File: config.mk
export PLATFORM = sky130hd
export DESIGN_NAME = usp_core
export DESIGN_NICKNAME = d
export VERILOG_FILES = /design/src/logic/usp_pkg.sv /design/src/logic/usp_host_latch.sv /design/src/logic/usp_irq_prio.sv /design/src/logic/usp_core.sv
export SDC_FILE = /design/constraint.sdc
export NUM_CORES = 1
export LEC_CHECK = 0
export BUFFER_PORTS_ARGS = -buffer_cell sky130_fd_sc_hd__buf_4
export CAP_MARGIN = 30
export CORE_ASPECT_RATIO = 0.8
export CORE_MARGIN = 2
export CORE_UTILIZATION = 33
export DETAILED_ROUTE_END_ITERATION = 8
export HOLD_SLACK_MARGIN = 0.1
export PLACE_DENSITY_LB_ADDON = 0.2
export SYNTH_ARGS = -nofsm -noshare
export SYNTH_HDL_FRONTEND = slang
export SYNTH_SLANG_ARGS = --single-unit
File: constraint.sdc
create_clock -name i_sys_clk -period 1.9 [get_ports i_sys_clk]
set_input_delay 0.38 -clock i_sys_clk [delete_from_list [all_inputs] [get_ports i_sys_clk]]
set_output_delay 0.38 -clock i_sys_clk [all_outputs]
set_load 0.02 [all_outputs]
File: src/logic/usp_pkg.sv
package usp_pkg;

   // ---------------------------------------------------------------
   // Register offsets, decoded from the three select lines.
   // ---------------------------------------------------------------
   localparam logic [2:0] OFF_DATA  = 3'h0;   // Receive/transmit buffer, or divisor low byte.
   localparam logic [2:0] OFF_IEN   = 3'h1;   // Interrupt enables, or divisor high byte.
   localparam logic [2:0] OFF_IID   = 3'h2;
   localparam logic [2:0] OFF_LCTL  = 3'h3;
   localparam logic [2:0] OFF_MCTL  = 3'h4;
   localparam logic [2:0] OFF_LSTAT = 3'h5;
   localparam logic [2:0] OFF_MSTAT = 3'h6;

   // ---------------------------------------------------------------
   // Field positions.
   // ---------------------------------------------------------------
   localparam int LC_PAR_EN  = 3;   // Line control: parity enable.
   localparam int LC_PAR_EVN = 4;   // Line control: even parity select.
   localparam int LC_DAB     = 7;   // Line control: divisor access bit.
   localparam int MC_LOOP    = 4;   // Modem control: diagnostic loop.
   localparam int IE_RXD     = 0;
   localparam int IE_THRE    = 1;
   localparam int IE_LINE    = 2;
   localparam int IE_MODEM   = 3;

   // ---------------------------------------------------------------
   // Reset values and identification codes.
   // ---------------------------------------------------------------
   localparam logic [7:0] IID_RESET = 8'h01;
   localparam logic [7:0] ZERO8     = 8'h00;
   localparam logic [1:0] CODE_LINE = 2'h3;
   localparam logic [1:0] CODE_RXD  = 2'h2;
   localparam logic [1:0] CODE_THRE = 2'h1;
   localparam logic [1:0] CODE_MDM  = 2'h0;

   // One-hot pending vector: bit order by source.
   typedef enum logic [3:0] {
      SRC_LINE  = 4'b0001,
      SRC_RXD   = 4'b0010,
      SRC_THRE  = 4'b0100,
      SRC_MODEM = 4'b1000
   } usp_src_t;

   // Host port pins, all synchronous to the system clock.
   typedef struct packed {
      logic       chip_sel_hi_a;
      logic       chip_sel_hi_b;
      logic       chip_sel_lo_n;
      logic       sel_latch_n;
      logic [2:0] reg_sel;
      logic       rd_strobe_hi;
      logic       rd_strobe_n;
      logic       wr_strobe_hi;
      logic       wr_strobe_n;
   } usp_bus_t;

   // One received character from the serial shifter.
   typedef struct packed {
      logic       valid;
      logic [7:0] data;
      logic       par_bit;
      logic       frame_err;
      logic       brk;
   } usp_rx_t;

   // Active-low modem inputs.
   typedef struct packed {
      logic cts_n;
      logic dsr_n;
      logic bell_in_n;
      logic carrier_detect_n;
   } usp_modem_in_t;

endpackage : usp_pkg

File: src/logic/usp_host_latch.sv
`timescale 1ns/1ps
module usp_host_latch (
   input  wire logic              i_sys_clk,
   input  wire logic              i_resetn,
   input  wire logic              i_clk_en,
   input  wire usp_pkg::usp_bus_t i_bus,
   output logic                   o_sel,
   output logic [2:0]             o_addr,
   output logic                   o_rd_act,
   output logic                   o_wr_act,
   output logic                   o_rd_go,
   output logic                   o_wr_go
);

   logic       sel_r;
   logic [2:0] addr_r;
   logic       rd_prev_r;
   logic       wr_prev_r;
   logic       rd_lvl;
   logic       wr_lvl;

   // ---------------------------------------------------------------
   // Select capture.
   // ---------------------------------------------------------------
   // Decode and select lines follow the pins while the latch strobe is low
   // and hold once it rises; a host with stable lines ties it low.
   always_ff @(posedge i_sys_clk or negedge i_resetn) begin
      if (!i_resetn) begin
         sel_r  <= 1'b0;
         addr_r <= 3'h0;
      end else if (i_clk_en && !i_bus.sel_latch_n) begin
         sel_r  <= i_bus.chip_sel_hi_a && i_bus.chip_sel_hi_b && !i_bus.chip_sel_lo_n;
         addr_r <= i_bus.reg_sel;
      end
   end

   // Either strobe polarity counts; the unused one is tied inactive.
   assign rd_lvl = sel_r && (i_bus.rd_strobe_hi || !i_bus.rd_strobe_n);
   assign wr_lvl = sel_r && (i_bus.wr_strobe_hi || !i_bus.wr_strobe_n);

   // Previous strobe levels, so side effects fire once per access.
   always_ff @(posedge i_sys_clk or negedge i_resetn) begin
      if (!i_resetn) begin
         rd_prev_r <= 1'b0;
         wr_prev_r <= 1'b0;
      end else if (i_clk_en) begin
         rd_prev_r <= rd_lvl;
         wr_prev_r <= wr_lvl;
      end
   end

   assign o_sel    = sel_r;
   assign o_addr   = addr_r;
   assign o_rd_act = rd_lvl;
   assign o_wr_act = wr_lvl;
   assign o_rd_go  = rd_lvl && !rd_prev_r;
   assign o_wr_go  = wr_lvl && !wr_prev_r;

endmodule : usp_host_latch

File: src/logic/usp_irq_prio.sv
`timescale 1ns/1ps
module usp_irq_prio (
   input  wire logic [3:0] i_pend,
   output logic [1:0]      o_code,
   output logic            o_none
);

   // ---------------------------------------------------------------
   // Fixed priority encoder.
   // ---------------------------------------------------------------
   // Line status beats received data, which beats transmit empty,
   // which beats modem status.
   always_comb begin
      o_none = 1'b0;
      if (i_pend[0]) begin
         o_code = usp_pkg::CODE_LINE;
      end else if (i_pend[1]) begin
         o_code = usp_pkg::CODE_RXD;
      end else if (i_pend[2]) begin
         o_code = usp_pkg::CODE_THRE;
      end else if (i_pend[3]) begin
         o_code = usp_pkg::CODE_MDM;
      end else begin
         o_code = usp_pkg::CODE_MDM;
         o_none = 1'b1;
      end
   end

endmodule : usp_irq_prio

File: src/logic/usp_core.sv
// Functional notes
// - Data ready sets on character, clears read/write0.
// - Overrun sets on unread buffer overwrite.
// - Parity error sets on bad parity.
// - Priority: line, data, transmit, modem.
// - Identification read freezes reported code.
// - Identification bit 0 high when idle.
// - Bits 1-2 name highest pending source.
// - Identification bits 3-7 read zero.
// - One enable bit per interrupt source.
// - Enable bits 4-7 read zero.
// - No enables: output low, status still updates.
// - Loop mode takes modem sources from control.
// - Writing modem status low bits raises interrupts.
// - Status bit 6 is inverse ring input.
// - Status bit 7 is inverse carrier input.
// - Carrier change flag sets and interrupts.
// - Ring trailing edge flag sets and interrupts.
// - Select needs both high selects, low select.
// - Either strobe polarity reads or writes.
// - Select lines latched while strobe low.
// - Divisor access bit steers target register.
// - Modem outputs active low, high on reset.
// - Each interrupt cleared by its own access.
// - Reset: idle code, enables and control cleared.
// - Offsets 0 to 6 decode the registers.
`timescale 1ns/1ps
module usp_core (
   input  wire logic                   i_sys_clk,
   input  wire logic                   i_resetn,
   input  wire logic                   i_clk_en,
   input  wire usp_pkg::usp_bus_t      i_bus,
   input  wire logic [7:0]             i_data,
   output logic [7:0]                  o_data,
   output logic                        o_data_oe,
   input  wire usp_pkg::usp_rx_t       i_rx,
   input  wire logic                   i_tx_taken,
   input  wire logic                   i_tx_idle,
   output logic [7:0]                  o_tx_data,
   output logic                        o_tx_load,
   output logic [15:0]                 o_divisor,
   output logic [7:0]                  o_line_ctl,
   input  wire usp_pkg::usp_modem_in_t i_modem,
   output logic                        o_irq_out,
   output logic                        o_term_ready_n,
   output logic                        o_send_req_n,
   output logic                        o_user_out1_n,
   output logic                        o_user_out2_n
);

   // ---------------------------------------------------------------
   // Declarations.
   // ---------------------------------------------------------------
   logic       sel;
   logic [2:0] addr;
   logic       rd_act;
   logic       wr_act;
   logic       rd_go;
   logic       wr_go;
   logic [7:0] ier_r;
   logic [7:0] mcr_r;
   logic [7:0] lcr_r;
   logic [7:0] dll_r;
   logic [7:0] dlm_r;
   logic [7:0] rbr_r;
   logic [7:0] thr_r;
   logic       tx_load_r;
   logic       dr_r;
   logic       oe_r;
   logic       pe_r;
   logic       fe_r;
   logic       bi_r;
   logic       thre_r;
   logic       thre_pend_r;
   logic [3:0] mdelta_r;
   logic [3:0] mlvl_prev_r;
   logic [3:0] mlvl;
   logic [7:0] line_state_flags;
   logic [7:0] modem_input_state;
   logic [3:0] pend;
   logic [1:0] code;
   logic       none;
   logic       freeze;
   logic [7:0] iir_r;
   logic [7:0] iir_nxt;
   logic [7:0] rd_mux;
   logic       dab;
   logic       par_bad;
   logic       irq_r;
   logic [7:0] dout_r;
   logic       doe_r;
   logic [3:0] mout_n_r;

   // True when this access strobe targets the given offset.
   function automatic logic hit(input logic go, input logic [2:0] a, input logic [2:0] off);
      hit = go && (a == off);
   endfunction : hit

   // ---------------------------------------------------------------
   // Host port.
   // ---------------------------------------------------------------
   usp_host_latch u_latch (
      .i_sys_clk (i_sys_clk),
      .i_resetn  (i_resetn),
      .i_clk_en  (i_clk_en),
      .i_bus     (i_bus),
      .o_sel     (sel),
      .o_addr    (addr),
      .o_rd_act  (rd_act),
      .o_wr_act  (wr_act),
      .o_rd_go   (rd_go),
      .o_wr_go   (wr_go)
   );

   assign dab = lcr_r[usp_pkg::LC_DAB];

   // ---------------------------------------------------------------
   // Writable control registers.
   // ---------------------------------------------------------------
   // Writes land on the first cycle of the strobe only, so a long strobe
   // cannot load the transmitter twice.
   always_ff @(posedge i_sys_clk or negedge i_resetn) begin
      if (!i_resetn) begin
         ier_r     <= usp_pkg::ZERO8;
         mcr_r     <= usp_pkg::ZERO8;
         lcr_r     <= usp_pkg::ZERO8;
         dll_r     <= usp_pkg::ZERO8;
         dlm_r     <= usp_pkg::ZERO8;
         thr_r     <= usp_pkg::ZERO8;
         tx_load_r <= 1'b0;
      end else if (i_clk_en) begin
         tx_load_r <= 1'b0;
         if (hit(wr_go, addr, usp_pkg::OFF_DATA)) begin
            if (dab) begin
               dll_r <= i_data;
            end else begin
               thr_r     <= i_data;
               tx_load_r <= 1'b1;
            end
         end else if (hit(wr_go, addr, usp_pkg::OFF_IEN)) begin
            if (dab) begin
               dlm_r <= i_data;
            end else begin
               ier_r <= {4'h0, i_data[3:0]};
            end
         end else if (hit(wr_go, addr, usp_pkg::OFF_LCTL)) begin
            lcr_r <= i_data;
         end else if (hit(wr_go, addr, usp_pkg::OFF_MCTL)) begin
            mcr_r <= {3'h0, i_data[4:0]};
         end
      end
   end

   // ---------------------------------------------------------------
   // Line status flags.
   // ---------------------------------------------------------------
   // Parity is checked only when enabled; even select picks the sense.
   assign par_bad = lcr_r[usp_pkg::LC_PAR_EN] &&
                    ((^{i_rx.data, i_rx.par_bit}) == lcr_r[usp_pkg::LC_PAR_EVN]);

   // Clears are written first so that a same-cycle event wins.
   always_ff @(posedge i_sys_clk or negedge i_resetn) begin
      if (!i_resetn) begin
         dr_r  <= 1'b0;
         oe_r  <= 1'b0;
         pe_r  <= 1'b0;
         fe_r  <= 1'b0;
         bi_r  <= 1'b0;
         rbr_r <= usp_pkg::ZERO8;
      end else if (i_clk_en) begin
         if (hit(rd_go, addr, usp_pkg::OFF_DATA) && !dab) begin
            dr_r <= 1'b0;
         end
         if (hit(wr_go, addr, usp_pkg::OFF_LSTAT) && !i_data[0]) begin
            dr_r <= 1'b0;
         end
         if (hit(rd_go, addr, usp_pkg::OFF_LSTAT)) begin
            oe_r <= 1'b0;
            pe_r <= 1'b0;
            fe_r <= 1'b0;
            bi_r <= 1'b0;
         end
         if (i_rx.valid) begin
            rbr_r <= i_rx.data;
            dr_r  <= 1'b1;
            // A read in the same cycle took the old character first.
            if (dr_r && !(hit(rd_go, addr, usp_pkg::OFF_DATA) && !dab)) begin
               oe_r <= 1'b1;
            end
            if (par_bad) begin
               pe_r <= 1'b1;
            end
            if (i_rx.frame_err) begin
               fe_r <= 1'b1;
            end
            if (i_rx.brk) begin
               bi_r <= 1'b1;
            end
         end
      end
   end

   // Transmit holding empty, and its interrupt which clears separately.
   always_ff @(posedge i_sys_clk or negedge i_resetn) begin
      if (!i_resetn) begin
         thre_r      <= 1'b1;
         thre_pend_r <= 1'b0;
      end else if (i_clk_en) begin
         if (tx_load_r) begin
            thre_r      <= 1'b0;
            thre_pend_r <= 1'b0;
         end
         if (rd_go && addr == usp_pkg::OFF_IID && iir_r[2:0] == {usp_pkg::CODE_THRE, 1'b0}) begin
            thre_pend_r <= 1'b0;
         end
         if (i_tx_taken) begin
            thre_r      <= 1'b1;
            thre_pend_r <= 1'b1;
         end
      end
   end

   assign line_state_flags = {1'b0, i_tx_idle, thre_r, bi_r, fe_r, pe_r, oe_r, dr_r};

   // ---------------------------------------------------------------
   // Modem status.
   // ---------------------------------------------------------------
   // Levels in order cts, dsr, bell, carrier; loop mode feeds them from
   // the control register and ignores the input pins; the modem outputs still follow control bits 0 to 3.
   always_comb begin
      if (mcr_r[usp_pkg::MC_LOOP]) begin
         mlvl = {mcr_r[1], mcr_r[0], mcr_r[2], mcr_r[3]};
      end else begin
         mlvl = ~{i_modem.cts_n, i_modem.dsr_n, i_modem.bell_in_n, i_modem.carrier_detect_n};
      end
   end

   // Delta bits: 0 cts change, 1 dsr change, 2 bell trailing, 3 carrier.
   always_ff @(posedge i_sys_clk or negedge i_resetn) begin
      if (!i_resetn) begin
         mdelta_r    <= 4'h0;
         mlvl_prev_r <= 4'h0;
      end else if (i_clk_en) begin
         mlvl_prev_r <= mlvl;
         if (hit(rd_go, addr, usp_pkg::OFF_MSTAT)) begin
            mdelta_r <= 4'h0;
         end
         if (hit(wr_go, addr, usp_pkg::OFF_MSTAT)) begin
            mdelta_r <= mdelta_r | i_data[3:0];
         end
         if (mlvl[3] != mlvl_prev_r[3]) begin
            mdelta_r[0] <= 1'b1;
         end
         if (mlvl[2] != mlvl_prev_r[2]) begin
            mdelta_r[1] <= 1'b1;
         end
         if (!mlvl[1] && mlvl_prev_r[1]) begin
            mdelta_r[2] <= 1'b1;
         end
         if (mlvl[0] != mlvl_prev_r[0]) begin
            mdelta_r[3] <= 1'b1;
         end
      end
   end

   assign modem_input_state = {mlvl[0], mlvl[1], mlvl[2], mlvl[3], mdelta_r};

   // ---------------------------------------------------------------
   // Interrupt identification.
   // ---------------------------------------------------------------
   // Status above keeps updating even with every enable off.
   assign pend = {(|mdelta_r) && ier_r[usp_pkg::IE_MODEM],
                  thre_pend_r && ier_r[usp_pkg::IE_THRE],
                  dr_r && ier_r[usp_pkg::IE_RXD],
                  (oe_r || pe_r || fe_r || bi_r) && ier_r[usp_pkg::IE_LINE]};

   usp_irq_prio u_prio (
      .i_pend (pend),
      .o_code (code),
      .o_none (none)
   );

   assign freeze  = rd_act && addr == usp_pkg::OFF_IID;
   assign iir_nxt = {5'h00, code, none};

   // The code is held for the whole read so the host services what it saw.
   always_ff @(posedge i_sys_clk or negedge i_resetn) begin
      if (!i_resetn) begin
         iir_r <= usp_pkg::IID_RESET;
         irq_r <= 1'b0;
      end else if (i_clk_en) begin
         if (!freeze) begin
            iir_r <= iir_nxt;
         end
         irq_r <= !none;
      end
   end

   // ---------------------------------------------------------------
   // Read data and pins.
   // ---------------------------------------------------------------
   always_comb begin
      if (addr == usp_pkg::OFF_DATA) begin
         rd_mux = dab ? dll_r : rbr_r;
      end else if (addr == usp_pkg::OFF_IEN) begin
         rd_mux = dab ? dlm_r : ier_r;
      end else if (addr == usp_pkg::OFF_IID) begin
         rd_mux = iir_r;
      end else if (addr == usp_pkg::OFF_LCTL) begin
         rd_mux = lcr_r;
      end else if (addr == usp_pkg::OFF_MCTL) begin
         rd_mux = mcr_r;
      end else if (addr == usp_pkg::OFF_LSTAT) begin
         rd_mux = line_state_flags;
      end else if (addr == usp_pkg::OFF_MSTAT) begin
         rd_mux = modem_input_state;
      end else begin
         rd_mux = usp_pkg::ZERO8;
      end
   end

   // Bus driven one cycle after the strobe is seen, for as long as it lasts.
   always_ff @(posedge i_sys_clk or negedge i_resetn) begin
      if (!i_resetn) begin
         dout_r <= usp_pkg::ZERO8;
         doe_r  <= 1'b0;
      end else if (i_clk_en) begin
         doe_r <= rd_act;
         if (rd_act) begin
            dout_r <= rd_mux;
         end
      end
   end

   // Modem outputs are inverted copies of control bits 0 to 3.
   always_ff @(posedge i_sys_clk or negedge i_resetn) begin
      if (!i_resetn) begin
         mout_n_r <= 4'hF;
      end else if (i_clk_en) begin
         mout_n_r <= ~mcr_r[3:0];
      end
   end

   assign o_data         = dout_r;
   assign o_data_oe      = doe_r;
   assign o_tx_data      = thr_r;
   assign o_tx_load      = tx_load_r;
   assign o_divisor      = {dlm_r, dll_r};
   assign o_line_ctl     = lcr_r;
   assign o_irq_out      = irq_r;
   assign o_term_ready_n = mout_n_r[0];
   assign o_send_req_n   = mout_n_r[1];
   assign o_user_out1_n  = mout_n_r[2];
   assign o_user_out2_n  = mout_n_r[3];
endmodule : usp_core

==> results.md <==
* Status: finished, violations left
* Failing checks: setup timing
* Fin crit share at 104%
* Synthesized flop and latch total at 87
* Starting DRC count in detailed routing at 212
* Capturing element type of the critical path: flop
* TNS Setup at -0.903 ns
* Top cell family by delay on the critical path: simple AND/OR/NAND/NOR gates
* Hold slack at 0.230 ns
* Multi-input gate area at around 1900 um^2
* Worst EP required at between 2 and 2.5 ns
* Die Y at between 100 and 150 um
* Final wirelength at ~12,000 um
* Largest area contributor in the netlist: dfrtp_1
* Top-level I/O count at between 80 and 90
* Synth area leaders: dfrtp_1 (48%), mux2_2 (14%), mux2_4 (4.3%)
* Post-synth EDFFs at 0
* CTS tree: built
* Total power draw at roughly 0.0063 W
* Final-report setup violation count at 20
* Final WS setup at -0.0844 ns
* PortBufs at 86
* Nets at roughly 510
* MaxCap Viol Count at 0
* Gr busiest metal: met1
* Area growth syn-to-layout at 32.4%
* CTS Sinks at 87
* Clk Latency, worst-skew pair at 0.34 ns
* Gp weighted congestion at slightly below 0.9
* Fin Clk Skew at 0.00870 ns
* Ys Warns at 0
* Library cells used by synthesis at 52
* Worst path max stage delay at roughly 0.62 ns
* Slew Limit Fails at 0
* Max frequency at slightly above 500 MHz
* Initial Util at between 30% and 40%
* Sequential fraction of the synthesis area at between 50% and 60%
* Reg area at 2180 um^2
* Final hold violations at 0
* Met3 Track Usage GR at roughly 4.5%
* Max Fanout on Critical Path at 8
* Top-area cell type share of the netlist area at 48.2%
* # rows at 36
* Antenna violation net count after detailed routing at 0
* Total GRT Usage at approximately a fifth
* First-pass GRT wire length at slightly below 20,000 um
* Number of buffers and inverters on the critical path at 0
* Die Wd at around 130 um
* Post-Synth XOR/XNOR Area at roughly 2.5%
* Drt pass-1 iters at 4
* Mapped Cells at 360
* Crit start category: flop
* CTS Buf Count at 9
* FFs w/ async S/R, synth at between 90% and 100%
* Vias in the first global route at about 3,400
* Post-Synth Adder-Cell Area at 0%
* Clock root buffer: clkbuf_16
* Max IR drop VDD at between 500 and 600 uV
* Measured slew at the worst slew-check pin at between 0.5 and 0.6 ns
* Max Buffers Root-to-Sink at 2
* Largest net degree at the start of global routing at 38
* Slew headroom at roughly 64%
* DP HPWL at a little over 9000 um
* RSZ-0062 raised after global routing: true
* Syn_nets at 400
* Number of DRC violations after detailed routing at 0
* Antenna cells at 0
* Post-synthesis compound-gate area fraction at 12.1%
* Top_reg_cell synth: dfrtp_1
* Met2 Usage GRT at between 20% and 30%
* Post-synthesis mux area share at between 20% and 30%
* CORE AREA at between 10,000 and 15,000 um^2
* Leakage Power at around 2.6 nW
* Vias per std cell at slightly above 5
* H-tree levels at 3
* Layout cells sized above 1 at between 40 and 50%
* Area share of and/or/nand/nor cells after synthesis at about a tenth
* Critical Setup Path Class: reg2reg
* Die ar. at 13,700 um^2
* Syn avg cell area at roughly 12 um^2
* Crit-path slowest cell: or4_4
* Final min period at between 1.5 and 2 ns
* Syn Std Cell Area at around 4200 um^2
* Pwr Density at approximately 1100 nW/um^2
* GRT overflow at 0
* Critical path arrival at roughly 2.2 ns
* Clock-pin slew on the worst setup and hold paths at 0.06 ns
* Worst hold-check path type: in2reg
* Fillers at 1,179
* Antenna violations before repair at 1
* WL per Instance at between 15 and 20 um
* CP Cell Sequence: nor3b_4 -> nand2_2 -> or4_4 -> mux2_4
* Largest family of logic cells by synthesized area: multiplexers
* Detailed-route via count at about 3,300
* Grt met1 use at slightly below 30%
* Place WS at -0.294 ns
[worst paths after layout]
check,startpoint,end,slack [ns],depth (start not counted)
setup / recovery,u_latch.wr_prev_r,dlm_r[0],-0.08,4
setup reg to reg,u_latch.wr_prev_r,dlm_r[0],-0.08,4
hold reg to reg,o_data[3],o_data[3],0.48,2
max in group asynchronous,i_resetn,iir_r[0],0.73,3
hold / removal,i_bus[8],u_latch.o_sel,0.23,2
min in group asynchronous,i_resetn,rbr_r[1],0.58,2
[report_power, final]
part,internal (W),switching [W],total (W)
combinational,0.000946,0.00100,0.00195
clock,0.00108,0.000710,0.00179
sequential,0.00226,0.000337,0.00260
[placed cells by master, fill, tap and decap left out, types with 6 or more instances in the layout]
master	n
a21oi_1	14
buf_4	113
clkbuf_16	9
dfrtp_1	81
dfstp_2	6
inv_1	8
mux2_2	53
mux2_4	12
mux2i_1	11
nand2_1	31
nor2_1	15
o211ai_1	9
o21ai_0	19
o22ai_1	6
xnor2_1	11
[layout make-up]
type / count / area share, %
inverter: 9 / 0.606
clock buffer: 11 / 4.54
clock inverter: 4 / 0.809
multi-input combinational: 243 / 34.5
sequential: 87 / 39.2
timing repair buffer: 118 / 16.5
tap: 171 / 3.84
[stage by stage]
step,instance area [um^2],utilization (%),cells
finish,5570,45.3,643
global route,5570,45.3,643
CTS,5570,45.3,644
detailed placement,5230,42.6,627
global placement,5230,42.6,627
floorplan,4210,-,360
[cells by family after synthesis]
| family | Yosys count |
|---|---|
| and+or+nand+nor | 78 |
| AOI/OAI and AO/OA | 77 |
| xor gates and xnor gates | 12 |
| muxes | 76 |
| DFF | 87 |
| buffers and inverters | 30 |
[sequential cells by signal, indices dropped and copies added (netlist names), 5 cells and up]
name and count:
o_line_ctl 8, o_data 8, dlm_r 8, o_tx_data 8
mcr_r 5, dll_r 8, rbr_r 8
[Yosys cell counts (2+ instances only)]
| master | n |
|---|---|
| or3_1 | 3 |
| o21ai_0 | 19 |
| inv_1 | 8 |
| nor2_1 | 15 |
| buf_2 | 4 |
| o22ai_1 | 6 |
| nand2b_1 | 3 |
| buf_1 | 3 |
| mux2_2 | 53 |
| a211oi_1 | 4 |
| o221ai_1 | 3 |
| xnor2_1 | 11 |
| a221o_1 | 3 |
| mux2_4 | 12 |
| nand3_1 | 5 |
| a21oi_1 | 14 |
| o211ai_1 | 9 |
| and3_1 | 2 |
| a22o_1 | 4 |
| o41ai_1 | 2 |
| clkbuf_1 | 13 |
| dfrtp_1 | 81 |
| nor3_2 | 2 |
| a31oi_1 | 3 |
| dfstp_2 | 6 |
| mux2i_1 | 11 |
| nor2b_1 | 3 |
| a21o_1 | 2 |
| nand2_1 | 31 |
| or4_1 | 3 |
[timing repair]
item | in CTS | in global routing
endpoints found under the hold margin | 30 | 0
pin swaps | 2 | 1
cloned | 0 | 0
hold buffers | 1 | 0
setup endpoints to repair | 31 | 38
gates resized for setup | 4 | 4
buffers inserted | 1 | 0
[per-layer routing]
| layer | up-vias | share of wire [%] |
|---|---|---|
| met4 | 0 | 0.94 |
| met2 | 97 | 43 |
| met1 | 1671 | 49 |
| li1 | 1526 | - |
| met5 | - | 0 |
| met3 | 11 | 6.5 |
Note: power is estimated with default switching activity, not from simulation.
